File: src/pkg/fmrs_pkg.sv
// Purpose: Shared types and constants for the fieldbus master run/stop control.
// Assumes: One 25 MHz clock; host side delivers configuration and process data as words.
// Notes:   The bit rate index selects a divider count; all counts are in clock cycles.
package fmrs_pkg;
  // ************************************************************
  // Sizes
  // ************************************************************
  localparam int unsigned MAX_STATIONS = 126;
  localparam int unsigned ADDR_W       = 7;
  localparam int unsigned DATA_W       = 8;
  localparam int unsigned LEN_W        = 8;
  localparam int unsigned RATE_W       = 4;
  localparam int unsigned CLK_HZ       = 25000000;
  localparam logic [ADDR_W-1:0] LAST_ADDR = 7'h7d;

  // ************************************************************
  // Bit rate table, in bits per second
  // ************************************************************
  localparam int unsigned RATE_MIN_BPS = 9600;
  localparam int unsigned RATE_MAX_BPS = 12000000;
  localparam logic [RATE_W-1:0] RATE_IDX_MAX = 4'h9;

  // ************************************************************
  // Global control commands and telegram kinds
  // ************************************************************
  typedef enum logic [1:0] {
    FMRS_GC_NONE,
    FMRS_GC_CLEAR,
    FMRS_GC_OPERATE
  } fmrs_gc_t;

  typedef enum logic [1:0] {
    FMRS_TG_DATA,
    FMRS_TG_GLOBAL,
    FMRS_TG_SELF
  } fmrs_tg_t;

  // ************************************************************
  // Carriers
  // ************************************************************
  typedef struct packed {
    logic [ADDR_W-1:0] own_addr;
    logic [RATE_W-1:0] rate_idx;
  } fmrs_bus_par_t;

  typedef struct packed {
    logic [ADDR_W-1:0] addr;
    logic              present;
    logic              fail_safe;
    logic [LEN_W-1:0]  out_len;
  } fmrs_slave_cfg_t;

  typedef struct packed {
    fmrs_tg_t          kind;
    fmrs_gc_t          gc;
    logic [ADDR_W-1:0] addr;
    logic [LEN_W-1:0]  len;
    logic              zero_data;
  } fmrs_tel_t;

  typedef struct packed {
    logic [ADDR_W-1:0] addr;
    logic [DATA_W-1:0] data;
    logic [LEN_W-1:0]  idx;
  } fmrs_in_word_t;

  // Cycles of the clock per bit at the selected rate.
  function automatic logic [11:0] fmrs_bit_div(input logic [RATE_W-1:0] idx);
    logic [11:0] d;
    d = 12'h000;
    case (idx)
      4'h0:    d = 12'h0a2;
      4'h1:    d = 12'h051;
      4'h2:    d = 12'h029;
      4'h3:    d = 12'h015;
      4'h4:    d = 12'h00d;
      4'h5:    d = 12'h005;
      4'h6:    d = 12'h004;
      4'h7:    d = 12'h003;
      4'h8:    d = 12'h002;
      default: d = 12'h001;
    endcase
    return d;
  endfunction : fmrs_bit_div
endpackage : fmrs_pkg

File: src/design/fmrs_skid.sv
// Purpose: Two-entry buffer for returned slave input words.
// Assumes: Single clock, asynchronous active-low reset.
// Notes:   Full only when both entries hold data; ready reflects that.
`timescale 1ns/1ns
module fmrs_skid (
  input  wire logic                    clock,
  input  wire logic                    rst_n,
  input  wire fmrs_pkg::fmrs_in_word_t in_data,
  input  wire logic                    in_valid,
  output wire logic                    in_ready,
  output wire fmrs_pkg::fmrs_in_word_t out_data,
  output wire logic                    out_valid,
  input  wire logic                    out_ready
);
  import fmrs_pkg::*;

  fmrs_in_word_t mem_q [2];
  logic          wr_q;
  logic          rd_q;
  logic [1:0]    cnt_q;
  wire           push = in_valid && in_ready;
  wire           pop  = out_valid && out_ready;

  assign in_ready  = (cnt_q != 2'h2);
  assign out_valid = (cnt_q != 2'h0);
  assign out_data  = mem_q[rd_q];

  always_ff @(posedge clock) begin
    if (push) begin
      mem_q[wr_q] <= in_data;
    end
  end

  always_ff @(posedge clock or negedge rst_n) begin
    if (!rst_n) begin
      wr_q  <= 1'b0;
      rd_q  <= 1'b0;
      cnt_q <= 2'h0;
    end else begin
      wr_q  <= wr_q ^ push;
      rd_q  <= rd_q ^ pop;
      cnt_q <= cnt_q + {1'b0, push} - {1'b0, pop};
    end
  end
endmodule : fmrs_skid

File: src/design/fmrs_ctrl.sv
// Purpose: Operating state of the fieldbus master and its slave handling in host STOP and RUN.
// Assumes: The telegram engine accepts one telegram per tel_valid/tel_ready handshake.
// Notes:   Output bytes are fetched from the host image by the engine; zero_data forces them to zero.
// Summary of operation
// - After power-up without parameters the master stays inactive, all indicators dark.
// - Delivered bus parameters take the master online, shown on the run indicator.
// - Online without slave project, the master answers at its own address.
// - Valid configuration starts cyclic data exchange and lights the exchange indicator.
// - Parameters and configuration reload at power-up and on a new configuration during data exchange.
// - Host STOP broadcasts Clear; slaves then switch their outputs off.
// - In STOP fail-safe slaves get output telegrams of length zero.
// - In STOP other slaves get full-length telegrams with all data zero.
// - In STOP slave inputs are still polled and written to host inputs.
// - Host RUN broadcasts Operate; slaves then switch their outputs on.
// - In RUN each slave gets current output data; inputs go to host.
// - Addressing and bookkeeping cover up to 126 stations.
// - One common bit rate is selectable, from 162 down to 1 clock cycles per bit (about 154 kbit/s to 25 Mbit/s).
`timescale 1ns/1ns
module fmrs_ctrl (
  input  wire logic                     clock,
  input  wire logic                     rst_n,
  input  wire logic                     new_hw_cfg,
  input  wire fmrs_pkg::fmrs_bus_par_t  bus_par,
  input  wire logic                     bus_par_valid,
  input  wire fmrs_pkg::fmrs_slave_cfg_t slave_cfg,
  input  wire logic                     slave_cfg_wr,
  input  wire logic                     cfg_done,
  input  wire logic                     host_run,
  output wire fmrs_pkg::fmrs_tel_t      tel,
  output wire logic                     tel_valid,
  input  wire logic                     tel_ready,
  input  wire logic                     self_req,
  output wire logic                     bit_tick,
  input  wire fmrs_pkg::fmrs_in_word_t  rx_word,
  input  wire logic                     rx_valid,
  output wire logic                     rx_ready,
  output wire fmrs_pkg::fmrs_in_word_t  host_in,
  output wire logic                     host_in_valid,
  input  wire logic                     host_in_ready,
  output wire logic                     run_led,
  output wire logic                     data_exchange_indicator,
  output wire logic                     master_active
);
  import fmrs_pkg::*;

  // ************************************************************
  // Operating state
  // ************************************************************
  typedef enum logic [1:0] {
    FMRS_OFF,
    FMRS_ONLINE,
    FMRS_EXCHANGE
  } fmrs_op_t;

  typedef enum logic [1:0] {
    FMRS_CY_GLOBAL,
    FMRS_CY_SLAVE,
    FMRS_CY_SELF
  } fmrs_cy_t;

  fmrs_op_t          op_q;
  fmrs_op_t          op_d;
  fmrs_cy_t          cy_q;
  fmrs_cy_t          cy_d;
  fmrs_bus_par_t     par_q;
  logic              run_q;
  logic [ADDR_W-1:0] slot_q;
  logic [11:0]       div_q;
  logic              present_q   [MAX_STATIONS];
  logic              fail_safe_q [MAX_STATIONS];
  logic [LEN_W-1:0]  out_len_q   [MAX_STATIONS];
  fmrs_tel_t         tel_q;
  logic              tel_valid_q;

  wire start_cyc = (cy_q == FMRS_CY_GLOBAL) && !tel_valid_q;
  wire tel_fire  = tel_valid_q && tel_ready;
  wire slot_last = (slot_q == LAST_ADDR);
  wire cur_pres  = present_q[slot_q];
  // A pending offer is withdrawn when the master drops out, so nothing is offered while inactive.
  wire going_off = (op_d == FMRS_OFF);

  always_comb begin
    op_d = op_q;
    case (op_q)
      FMRS_OFF:      if (bus_par_valid) op_d = FMRS_ONLINE;
      FMRS_ONLINE:   if (cfg_done) op_d = FMRS_EXCHANGE;
      FMRS_EXCHANGE: if (new_hw_cfg) op_d = FMRS_OFF;
      default:       op_d = FMRS_OFF;
    endcase
  end

  always_ff @(posedge clock or negedge rst_n) begin
    if (!rst_n) begin
      op_q  <= FMRS_OFF;
      par_q <= '0;
    end else begin
      op_q <= op_d;
      if (bus_par_valid) begin
        par_q <= bus_par;
      end
    end
  end

  // Slave table, indexed by station address.
  always_ff @(posedge clock or negedge rst_n) begin
    if (!rst_n) begin
      for (int i = 0; i < MAX_STATIONS; i++) begin
        present_q[i]   <= 1'b0;
        fail_safe_q[i] <= 1'b0;
        out_len_q[i]   <= '0;
      end
    end else if (new_hw_cfg) begin
      for (int i = 0; i < MAX_STATIONS; i++) begin
        present_q[i] <= 1'b0;
      end
    end else if (slave_cfg_wr && (slave_cfg.addr <= LAST_ADDR)) begin
      present_q[slave_cfg.addr]   <= slave_cfg.present;
      fail_safe_q[slave_cfg.addr] <= slave_cfg.fail_safe;
      out_len_q[slave_cfg.addr]   <= slave_cfg.out_len;
    end
  end

  // ************************************************************
  // Bit clock enable
  // ************************************************************
  // Freshly delivered parameters already set the first bit time after going online.
  wire [RATE_W-1:0] rate_sel = bus_par_valid ? bus_par.rate_idx : par_q.rate_idx;
  always_ff @(posedge clock or negedge rst_n) begin
    if (!rst_n) begin
      div_q <= '0;
    end else if (op_q == FMRS_OFF || div_q == 12'h001 || div_q == 12'h000) begin
      div_q <= fmrs_bit_div(rate_sel);
    end else begin
      div_q <= div_q - 12'h001;
    end
  end
  assign bit_tick = (op_q != FMRS_OFF) && (div_q == 12'h001);

  // ************************************************************
  // Bus cycle scheduler
  // ************************************************************
  always_comb begin
    cy_d = cy_q;
    case (cy_q)
      FMRS_CY_GLOBAL: if (tel_fire) cy_d = FMRS_CY_SLAVE;
      FMRS_CY_SLAVE:  if ((tel_fire || !cur_pres) && slot_last) cy_d = FMRS_CY_SELF;
      FMRS_CY_SELF:   if (tel_fire || !self_req) cy_d = FMRS_CY_GLOBAL;
      default:        cy_d = FMRS_CY_GLOBAL;
    endcase
  end

  always_ff @(posedge clock or negedge rst_n) begin
    if (!rst_n) begin
      cy_q   <= FMRS_CY_GLOBAL;
      run_q  <= 1'b0;
      slot_q <= '0;
    end else if (op_q == FMRS_OFF) begin
      cy_q   <= FMRS_CY_GLOBAL;
      slot_q <= '0;
    end else begin
      cy_q <= (op_q == FMRS_EXCHANGE) ? cy_d : FMRS_CY_SELF;
      if (start_cyc) begin
        run_q <= host_run;
      end
      if (cy_q == FMRS_CY_SLAVE && (tel_fire || !cur_pres)) begin
        slot_q <= slot_last ? '0 : slot_q + 7'h01;
      end
    end
  end

  // Telegram builder: one register stage holds the offer until accepted.
  fmrs_tel_t tel_next;
  logic      tel_want;
  always_comb begin
    tel_next           = '0;
    tel_want           = 1'b0;
    tel_next.addr      = slot_q;
    case (cy_q)
      FMRS_CY_GLOBAL: begin
        tel_want      = (op_q == FMRS_EXCHANGE);
        tel_next.kind = FMRS_TG_GLOBAL;
        tel_next.gc   = host_run ? FMRS_GC_OPERATE : FMRS_GC_CLEAR;
      end
      FMRS_CY_SLAVE: begin
        tel_want           = cur_pres && (op_q == FMRS_EXCHANGE);
        tel_next.kind      = FMRS_TG_DATA;
        tel_next.len       = (!run_q && fail_safe_q[slot_q]) ? '0 : out_len_q[slot_q];
        tel_next.zero_data = !run_q;
      end
      FMRS_CY_SELF: begin
        tel_want      = self_req && (op_q != FMRS_OFF);
        tel_next.kind = FMRS_TG_SELF;
        tel_next.addr = par_q.own_addr;
      end
      default: tel_want = 1'b0;
    endcase
  end

  always_ff @(posedge clock or negedge rst_n) begin
    if (!rst_n) begin
      tel_q       <= '0;
      tel_valid_q <= 1'b0;
    end else if (going_off) begin
      tel_valid_q <= 1'b0;
    end else if (tel_fire || !tel_valid_q) begin
      tel_q       <= tel_next;
      tel_valid_q <= tel_want && !tel_fire;
    end
  end

  assign tel       = tel_q;
  assign tel_valid = tel_valid_q;

  // ************************************************************
  // Input data path
  // ************************************************************
  fmrs_skid u_skid (
    .clock     (clock),
    .rst_n     (rst_n),
    .in_data   (rx_word),
    .in_valid  (rx_valid && (op_q == FMRS_EXCHANGE)),
    .in_ready  (rx_ready),
    .out_data  (host_in),
    .out_valid (host_in_valid),
    .out_ready (host_in_ready)
  );

  assign run_led                 = (op_q != FMRS_OFF);
  assign data_exchange_indicator = (op_q == FMRS_EXCHANGE);
  assign master_active           = (op_q != FMRS_OFF);

  // ************************************************************
  // Assertions
  // ************************************************************
  a_dark_until_par: assert property (@(posedge clock) disable iff (!rst_n)
    (op_q == FMRS_OFF) |-> (!run_led && !data_exchange_indicator && !tel_valid))
    else $error("indicator lit while inactive");
  a_par_online: assert property (@(posedge clock) disable iff (!rst_n)
    (op_q == FMRS_OFF && bus_par_valid && !new_hw_cfg) |=> run_led)
    else $error("not online after bus parameters");
  a_self_addr: assert property (@(posedge clock) disable iff (!rst_n)
    (tel_valid && tel.kind == FMRS_TG_SELF) |-> (tel.addr == par_q.own_addr))
    else $error("self answer at wrong address");
  a_cfg_exchange: assert property (@(posedge clock) disable iff (!rst_n)
    (op_q == FMRS_ONLINE && cfg_done) |=> data_exchange_indicator)
    else $error("no exchange after configuration");
  a_new_cfg_off: assert property (@(posedge clock) disable iff (!rst_n)
    (op_q == FMRS_EXCHANGE && new_hw_cfg) |=> !data_exchange_indicator)
    else $error("no reload on new configuration");
  a_gc_match: assert property (@(posedge clock) disable iff (!rst_n)
    (tel_valid && tel.kind == FMRS_TG_GLOBAL && $stable(host_run) && $past(host_run) == 1'b0
     && $past(tel_valid) == 1'b0) |-> (tel.gc == FMRS_GC_CLEAR))
    else $error("Clear not sent in stop");
  a_fs_zero_len: assert property (@(posedge clock) disable iff (!rst_n)
    (tel_valid && tel.kind == FMRS_TG_DATA && tel.zero_data && fail_safe_q[tel.addr]) |-> (tel.len == '0))
    else $error("fail-safe slave got data in stop");
  a_nfs_full_len: assert property (@(posedge clock) disable iff (!rst_n)
    (tel_valid && tel.kind == FMRS_TG_DATA && !fail_safe_q[tel.addr]) |-> (tel.len == out_len_q[tel.addr]))
    else $error("non fail-safe length wrong");
  a_stop_inputs: assert property (@(posedge clock) disable iff (!rst_n)
    (data_exchange_indicator && rx_valid && !host_in_valid) |=> host_in_valid)
    else $error("inputs dropped");
  a_run_data: assert property (@(posedge clock) disable iff (!rst_n)
    (tel_valid && tel.kind == FMRS_TG_DATA) |-> (tel.zero_data == !run_q))
    else $error("output data mode mismatch");
  c_exchange: cover property (@(posedge clock) disable iff (!rst_n) op_q == FMRS_ONLINE ##1 op_q == FMRS_EXCHANGE);
  c_clear: cover property (@(posedge clock) disable iff (!rst_n) tel_fire && tel.gc == FMRS_GC_CLEAR);
  c_operate: cover property (@(posedge clock) disable iff (!rst_n) tel_fire && tel.gc == FMRS_GC_OPERATE);
  c_full: cover property (@(posedge clock) disable iff (!rst_n) !rx_ready);
endmodule : fmrs_ctrl

File: config.mk
export PLATFORM = sky130hd
export DESIGN_NAME = fmrs_ctrl
export DESIGN_NICKNAME = d
export VERILOG_FILES = /design/src/pkg/fmrs_pkg.sv /design/src/design/fmrs_skid.sv /design/src/design/fmrs_ctrl.sv
export SDC_FILE = /design/constraint.sdc
export NUM_CORES = 2
export LEC_CHECK = 0
export ABC_AREA = 1
export BUFFER_PORTS_ARGS = -buffer_cell sky130_fd_sc_hd__buf_2
export CAP_MARGIN = 30
export CORE_ASPECT_RATIO = 0.7
export CORE_MARGIN = 2
export CORE_UTILIZATION = 65
export CTS_CLUSTER_DIAMETER = 120
export DETAILED_ROUTE_END_ITERATION = 10
export GPL_ROUTABILITY_DRIVEN = 1
export PLACE_DENSITY = 0.82
export SLEW_MARGIN = 20
export SYNTH_ARGS = -nofsm -noshare
export SYNTH_HDL_FRONTEND = slang
export SYNTH_SLANG_ARGS = --single-unit
File: constraint.sdc
create_clock -name clock -period 3.01 [get_ports clock]
set_input_delay 0.602 -clock clock [delete_from_list [all_inputs] [get_ports clock]]
set_output_delay 0.602 -clock clock [all_outputs]
set_load 0.01 [all_outputs]
# Word level (Yosys, flattened, before mapping)
# Memory sizes are Yosys's and may differ from the RTL's.
# Index checks and enable logic that the tools add are counted.
[word_totals]
reg_bits = 1320
rom_bits = 128
memories = 2
latch_bits = 0
ramBits = 46
output_inout_bits = 50
input_bits = 62
wordCells = 502
[op_classes]
n_mux = 44
div = 0
n_shift = 0
bitwise = 7
magnitude_cmp = 4
add_sub_neg = 4
n_mul = 0
n_reduce_logical = 37
n_eq_ne = 10
[mem_list]
columns = ["memory", "words", "width", "read_ports", "rd_clocked_by_memory_dff", "write_ports", "line", "text"]
rows = [
  ["(no name shown)", 16, 8, 1, 0, 0, "fmrs_pkg.sv:71", "case (idx)"],
  ["u_skid.mem_q", 2, 23, 1, 0, 1, "fmrs_skid.sv:17", "fmrs_in_word_t mem_q [2];"],
]
[op_table]
columns = ["operator", "count"]
rows = [
  ["1008-bit bitwise mux", 1],
  ["126-bit bitwise mux", 2],
  ["126-bit 2-to-1 mux", 2],
  ["8-bit binary-select mux with 7-bit select", 1],
  ["8-bit demux with 7-bit select", 1],
  ["8-bit 2-to-1 mux", 4],
  ["7-bit 2-to-1 mux", 4],
  ["2-bit 2-to-1 mux", 10],
  ["8-bit greater-or-equal comparator (second input constant)", 2],
  ["7-bit inverter with 8-bit output", 2],
  ["1-bit binary-select mux with 7-bit select", 2],
  ["1-bit logical AND", 14],
  ["12-bit by 1-bit equality test with 1-bit output (second input constant)", 1],
  ["12-bit logical NOT", 1],
  ["12-bit 2-to-1 mux", 1],
  ["2-bit case mux with 3 select lines", 2],
  ["12-bit by 1-bit subtractor with 12-bit output (second input constant)", 1],
  ["2-bit nonzero test", 5],
  ["1-bit 2-to-1 mux", 9],
  ["9-bit 2-to-1 mux", 1],
  ["8-bit by 1-bit less-than comparator with 1-bit output (second input constant)", 1],
  ["4-bit inequality test (second input constant)", 2],
  ["7-bit by 1-bit adder with 7-bit output (second input constant)", 1],
  ["1-bit demux with 7-bit select", 1],
  ["other kinds (18)", 35],
]

# Longest topological paths before layout
[logic_depth]
ltp_word = 11
ltp_mapped = 18
depth_no_buf = 16

# Hierarchy
# Synthesis repeated with hierarchy kept, for this count alone.
[hier_totals]
cells_unflattened = 7526
area_unflattened_um2 = 62642.6
[modules_own_cells]
columns = ["mod", "seq_area_each_um2", "cells_each", "area_each_um2", "instances"]
rows = [
  ["fmrs_ctrl", 32931.6, 7375, 60752.0, 1],
  ["fmrs_skid", 1481.4, 151, 1890.6, 1],
]

# Worst setup path after synthesis
# Ideal clock, no wire load.
[synth_timing]
kind = "input-to-reg"
from = "input port slave_cfg[13] in the netlist's numbering"
to = "register out_len_q[580] in the netlist's numbering"
t_arrival_ps = 2177
required_time_ps = 2877
path_buffers = 5
setup_time_ps = 133
cell_stages = 12
path_slack_ps = 700
cell_sequence = "buf_2 -> nand2_4 -> nor2_1 -> inv_2 -> o21ai_4 -> nor2_8 -> buf_6 -> buf_6 -> buf_6 -> nand2_2 -> buf_2 -> o21ai_0"
[synth_between]
elab_chain_len = 6
word_cells_on_any_way = 10
classes_between = "order compare: 3; mux: 3; bitwise: 1; reduce/logical: 3"
[synth_rtl]
columns = ["element", "line", "text"]
rows = [
  ["start, declared", "fmrs_ctrl.sv:25", "input wire fmrs_pkg::fmrs_slave_cfg_t slave_cfg,"],
  ["7-bit inverter with 8-bit output (implied by the code)", "fmrs_ctrl.sv:119", "out_len_q[slave_cfg.addr] <= slave_cfg.out_len;"],
  ["8-bit greater-or-equal comparator (implied by the code) / 8-bit by 1-bit less-than comparator with 1-bit output (equally long branches)", "fmrs_ctrl.sv:119", ""],
  ["1-bit logical AND (implied by the code)", "fmrs_ctrl.sv:119", ""],
  ["8-bit 2-to-1 mux (implied by the code)", "fmrs_ctrl.sv:119", ""],
  ["8-bit demux with 7-bit select", "fmrs_ctrl.sv:119", ""],
  ["1008-bit bitwise mux", "fmrs_ctrl.sv:119", ""],
  ["end signal, assigned by index", "fmrs_ctrl.sv:119", ""],
  ["end, declared", "fmrs_ctrl.sv:71", "logic [LEN_W-1:0] out_len_q [MAX_STATIONS];"],
]
# Parallel ways exist; a longest one is shown, timed or not.
# A chain may end at the register's enable or synchronous reset.

# Final worst setup path
[layout_timing]
from = "register slot_q[0]"
to = "register tel_q, in the netlist tel[8]"
[layout_between]
elab_chain_len = 7
word_cells_on_any_way = 10
classes_between = "mux: 8; bitwise: 1; reduce/logical: 1"
[layout_rtl]
columns = ["element", "line", "text"]
rows = [
  ["start, declared", "fmrs_ctrl.sv:67", "logic [ADDR_W-1:0] slot_q;"],
  ["start signal, assigned", "fmrs_ctrl.sv:166", "slot_q <= slot_last ? '0 : slot_q + 7'h01;"],
  ["7-bit inverter with 8-bit output (implied by the code) (*)", "fmrs_ctrl.sv:187", "tel_next.len = (!run_q && fail_safe_q[slot_q]) ? '0 : out_len_q[slot_q];"],
  ["1-bit binary-select mux with 7-bit select", "fmrs_ctrl.sv:187", ""],
  ["1-bit 2-to-1 mux (implied by the code) (2 in a row)", "fmrs_ctrl.sv:187", ""],
  ["1-bit logical AND", "fmrs_ctrl.sv:187", ""],
  ["8-bit 2-to-1 mux (*)", "fmrs_ctrl.sv:187", ""],
  ["9-bit 2-to-1 mux (*)", "fmrs_ctrl.sv:178", "case (cy_q)"],
  ["end signal, assigned", "fmrs_ctrl.sv:206", "tel_q <= tel_next;"],
  ["end, declared", "fmrs_ctrl.sv:72", "fmrs_tel_t tel_q;"],
]
# Mark *: on every way between the ends. The rest lies on a longest branch, timed or not. The select of a mux whose other input is x is not followed.

==> results.sh <==
export IMPL_synth_edf_count=46
export IMPL_initial_core_util_pct=65.5
export IMPL_dp_cells=8540
export IMPL_gp_congestion=0.996
export IMPL_fp_row_count=95
export IMPL_startpoint_type="flop"
export IMPL_vias_per_cell=6.50
export IMPL_cts_made_buffers=131
export IMPL_clock_root_buffer="clkbuf_16"
export IMPL_regArea_um2=34400
export IMPL_grt_max_degree=127
export IMPL_syn_area_um2=62800
export IMPL_drt_iter0_markers=8993
export IMPL_wl_met1_um=80500
export IMPL_synth_cell_types=46
export IMPL_timing_final_crit_period_ns=2.94
export IMPL_synthCells=7498
export IMPL_die_area_um2=99200
export IMPL_crit_type="flop to flop"
export IMPL_post_drt_wl_per_cell_um=22.9
export IMPL_cp_max_fo=32
export IMPL_ant_nets=0
export IMPL_grtUsageTotal_pct=40.6
export IMPL_fin_crit_sh_pct=97.6
export IMPL_grt_antenna_before_repair=11
export IMPL_grt_pass1_vias=53704
export IMPL_core_um2=95900
export IMPL_io_pins=112
export IMPL_grt_ovfl_total=0
export IMPL_arrival_ns=3.59
export IMPL_wl_um=201000
export IMPL_ys_warn_count=0
export IMPL_nFillCells=6936
export IMPL_setup_slack_ns=0.0723
export IMPL_fin_area_um2=70000
export IMPL_slew_headroom_pct=43.8
export IMPL_syn_to_final_growth_pct=11.4
export IMPL_fp_dieW_um=376
export IMPL_critPathCaptureType="flop"
export IMPL_multi_input_area_um2=25400
export IMPL_rsz0062_at_grt="false"
export IMPL_fin_hold_ws_ns=0.0257
export IMPL_hold_violations=0
export IMPL_clock_sinks=1366
export IMPL_powerDensity_nw_per_um2=646
export IMPL_htree_levels=4
export IMPL_hpwlAfterDp_um=127000
export IMPL_drive_above_1_share_pct=9.90
export IMPL_utilization_pct=72.9
export IMPL_max_cap_violations=0
export IMPL_drv_slew=0
export IMPL_finalPower_mw=45.2
export IMPL_fmax_mhz=340
export IMPL_power_leakage_nw=31.6
export IMPL_synthArstFlopShare_pct=96.6
export IMPL_skew_ns=0.0217
export IMPL_pre_cts_ws_ns=0.201
export IMPL_wl_met2_um=83700
export IMPL_drc=0
export IMPL_status="finished clean"
export IMPL_vdd_drop_max_v=0.000663
export IMPL_die_y_um=264
export IMPL_ys_ff_latch=1366
export IMPL_synth_main_ff_cell="dfrtp_1"
export IMPL_synth_area_per_cell_um2=8.38
export IMPL_highest_layer="met5"
export IMPL_syn_nets=7568
export IMPL_route_vias_total=57207
export IMPL_dr_wl_met3_um=29200
export IMPL_hold_path_class="primary input to flop"
export IMPL_postPlaceCellArea_um2=65200
export IMPL_worstMarginPinSlew_ns=0.842
export IMPL_clk_pin_slew_worst_paths_ns=0.07
export IMPL_setup_violations=0
export IMPL_drt_pass1_iterations=10
export IMPL_fin_nets=7505
export IMPL_setup_tns_ns=0
export IMPL_numPortBuffers=111
export IMPL_clk_insertion_delay_late_ns=0.78
export IMPL_cts_tree="done"
export IMPL_worst_ep_required_time_ns=3.66
export IMPL_instances_no_fill=8800
export IMPL_clockBufferDepth=3
export IMPL_seq_area_frac_synth_pct=54.8
export IMPL_grt_pass1_wl_um=313000
cell usage after synthesis (35+ instances only):
library cell / count / area share, %
a21oi_1: 326 / 2.6
a22o_1: 35 / 0.49
a22oi_1: 73 / 0.87
buf_1: 39 / 0.23
buf_2: 189 / 1.5
clkbuf_1: 315 / 1.9
dfrtp_1: 1320 / 53
edfxtp_1: 46 / 2.2
inv_1: 119 / 0.71
nand2_1: 2430 / 15
nand3_1: 572 / 4.6
nand3_2: 47 / 0.75
nor2_1: 250 / 1.5
o21ai_0: 1357 / 11
o21ai_1: 42 / 0.33
o221ai_1: 46 / 0.64
o22ai_1: 36 / 0.36
repair_timing:
action	CTS	global route
endpoints found under the setup margin	0	8
hold buffers	22	0
hold endpoints to repair	87	0
gates resized for setup	0	7
setup buffers	0	1
cell usage in the layout, fill, tap and decap left out, drive strengths merged, types with 13 or more instances in the layout:
cell type    Yosys  final
clkinv          14     35
a22o            35     35
a22oi           73     73
edfxtp          46     46
a21oi          326    326
o21ai         1400   1400
clkbuf         321    179
buf            248    351
o22ai           36     36
o211ai          34     34
dfrtp         1320   1320
nand2         2457   2457
inv            133    149
nor3            17     17
nand3          649    649
a31oi           13     13
nor2           267    267
dlygate4sd3      0     22
o221ai          46     46
logic make-up after synthesis:
logic type | count (synthesis) | share of synthesized area [%]
simple gates | 3416 | 23.1
compound gates | 1978 | 16.9
flops | 1366 | 54.8
buf+inv | 716 | 4.87
xor+xnor | 14 | 0.195
fa+ha+maj | 8 | 0.159
sequential cells by signal, indices dropped and copies added (netlist names), 7 cells and up:
register      cells
u_skid.mem_q     46
out_len_q      1008
slot_q            7
fail_safe_q     126
div_q            12
present_q       126
par_q            11
tel              20
critical path, stage by stage, from the launching register on:
cell     delay (ns)
dfrtp_4        0.56
inv_8          0.18
buf_12         0.20
buf_12         0.23
buf_12         0.18
o21ai_0        0.08
o21ai_0        0.22
a21oi_1        0.11
nand3_1        0.15
nand3_1        0.10
nand3_1        0.19
nand3_1        0.33
nand2_1        0.18
nand2_1        0.06
where the power goes:
| part | internal [mW] | switching [mW] | leakage [nW] |
|---|---|---|---|
| sequential | 19.5 | 0.602 | 18.6 |
| combinational | 2.33 | 5.46 | 10.8 |
| clock | 9.93 | 7.41 | 2.21 |
final cells by class:
cell class                 instances  share of cell area [%]
antenna                            5                  0.0179
clock buffer                     179                    5.49
multi-input combinational       5416                    36.3
clock inverter                    53                   0.900
timing repair buffer             373                    4.96
inverter                         147                   0.853
sequential                      1366                    49.2
tap                             1261                    2.26
final timing paths:
check                                 startpoint                      endpoint  slack, ns  cells after the start
setup / recovery           slot_q[0]$_DFFE_PN0P_            tel[8]$_DFFE_PN0P_       0.07                     13
hold / removal                        rx_word[1]  u_skid.mem_q[1][1]$_DFFE_PP_       0.03                      1
setup reg to reg           slot_q[0]$_DFFE_PN0P_            tel[8]$_DFFE_PN0P_       0.07                     13
hold reg to reg            par_q[10]$_DFFE_PN0P_         par_q[10]$_DFFE_PN0P_       0.48                      2
max in group asynchronous                  rst_n         slot_q[2]$_DFFE_PN0P_       1.60                      3
min in group asynchronous                  rst_n    out_len_q[104]$_DFFE_PN0P_       0.38                      2
per-layer routing:
metal	vias up	track usage (%)
met4	8	16.2
met1	27760	59.0
met3	555	14.0
met2	3875	55.9
li1	25009	-
met5	-	0
No activity file was read; power rests on OpenSTA's default activity.
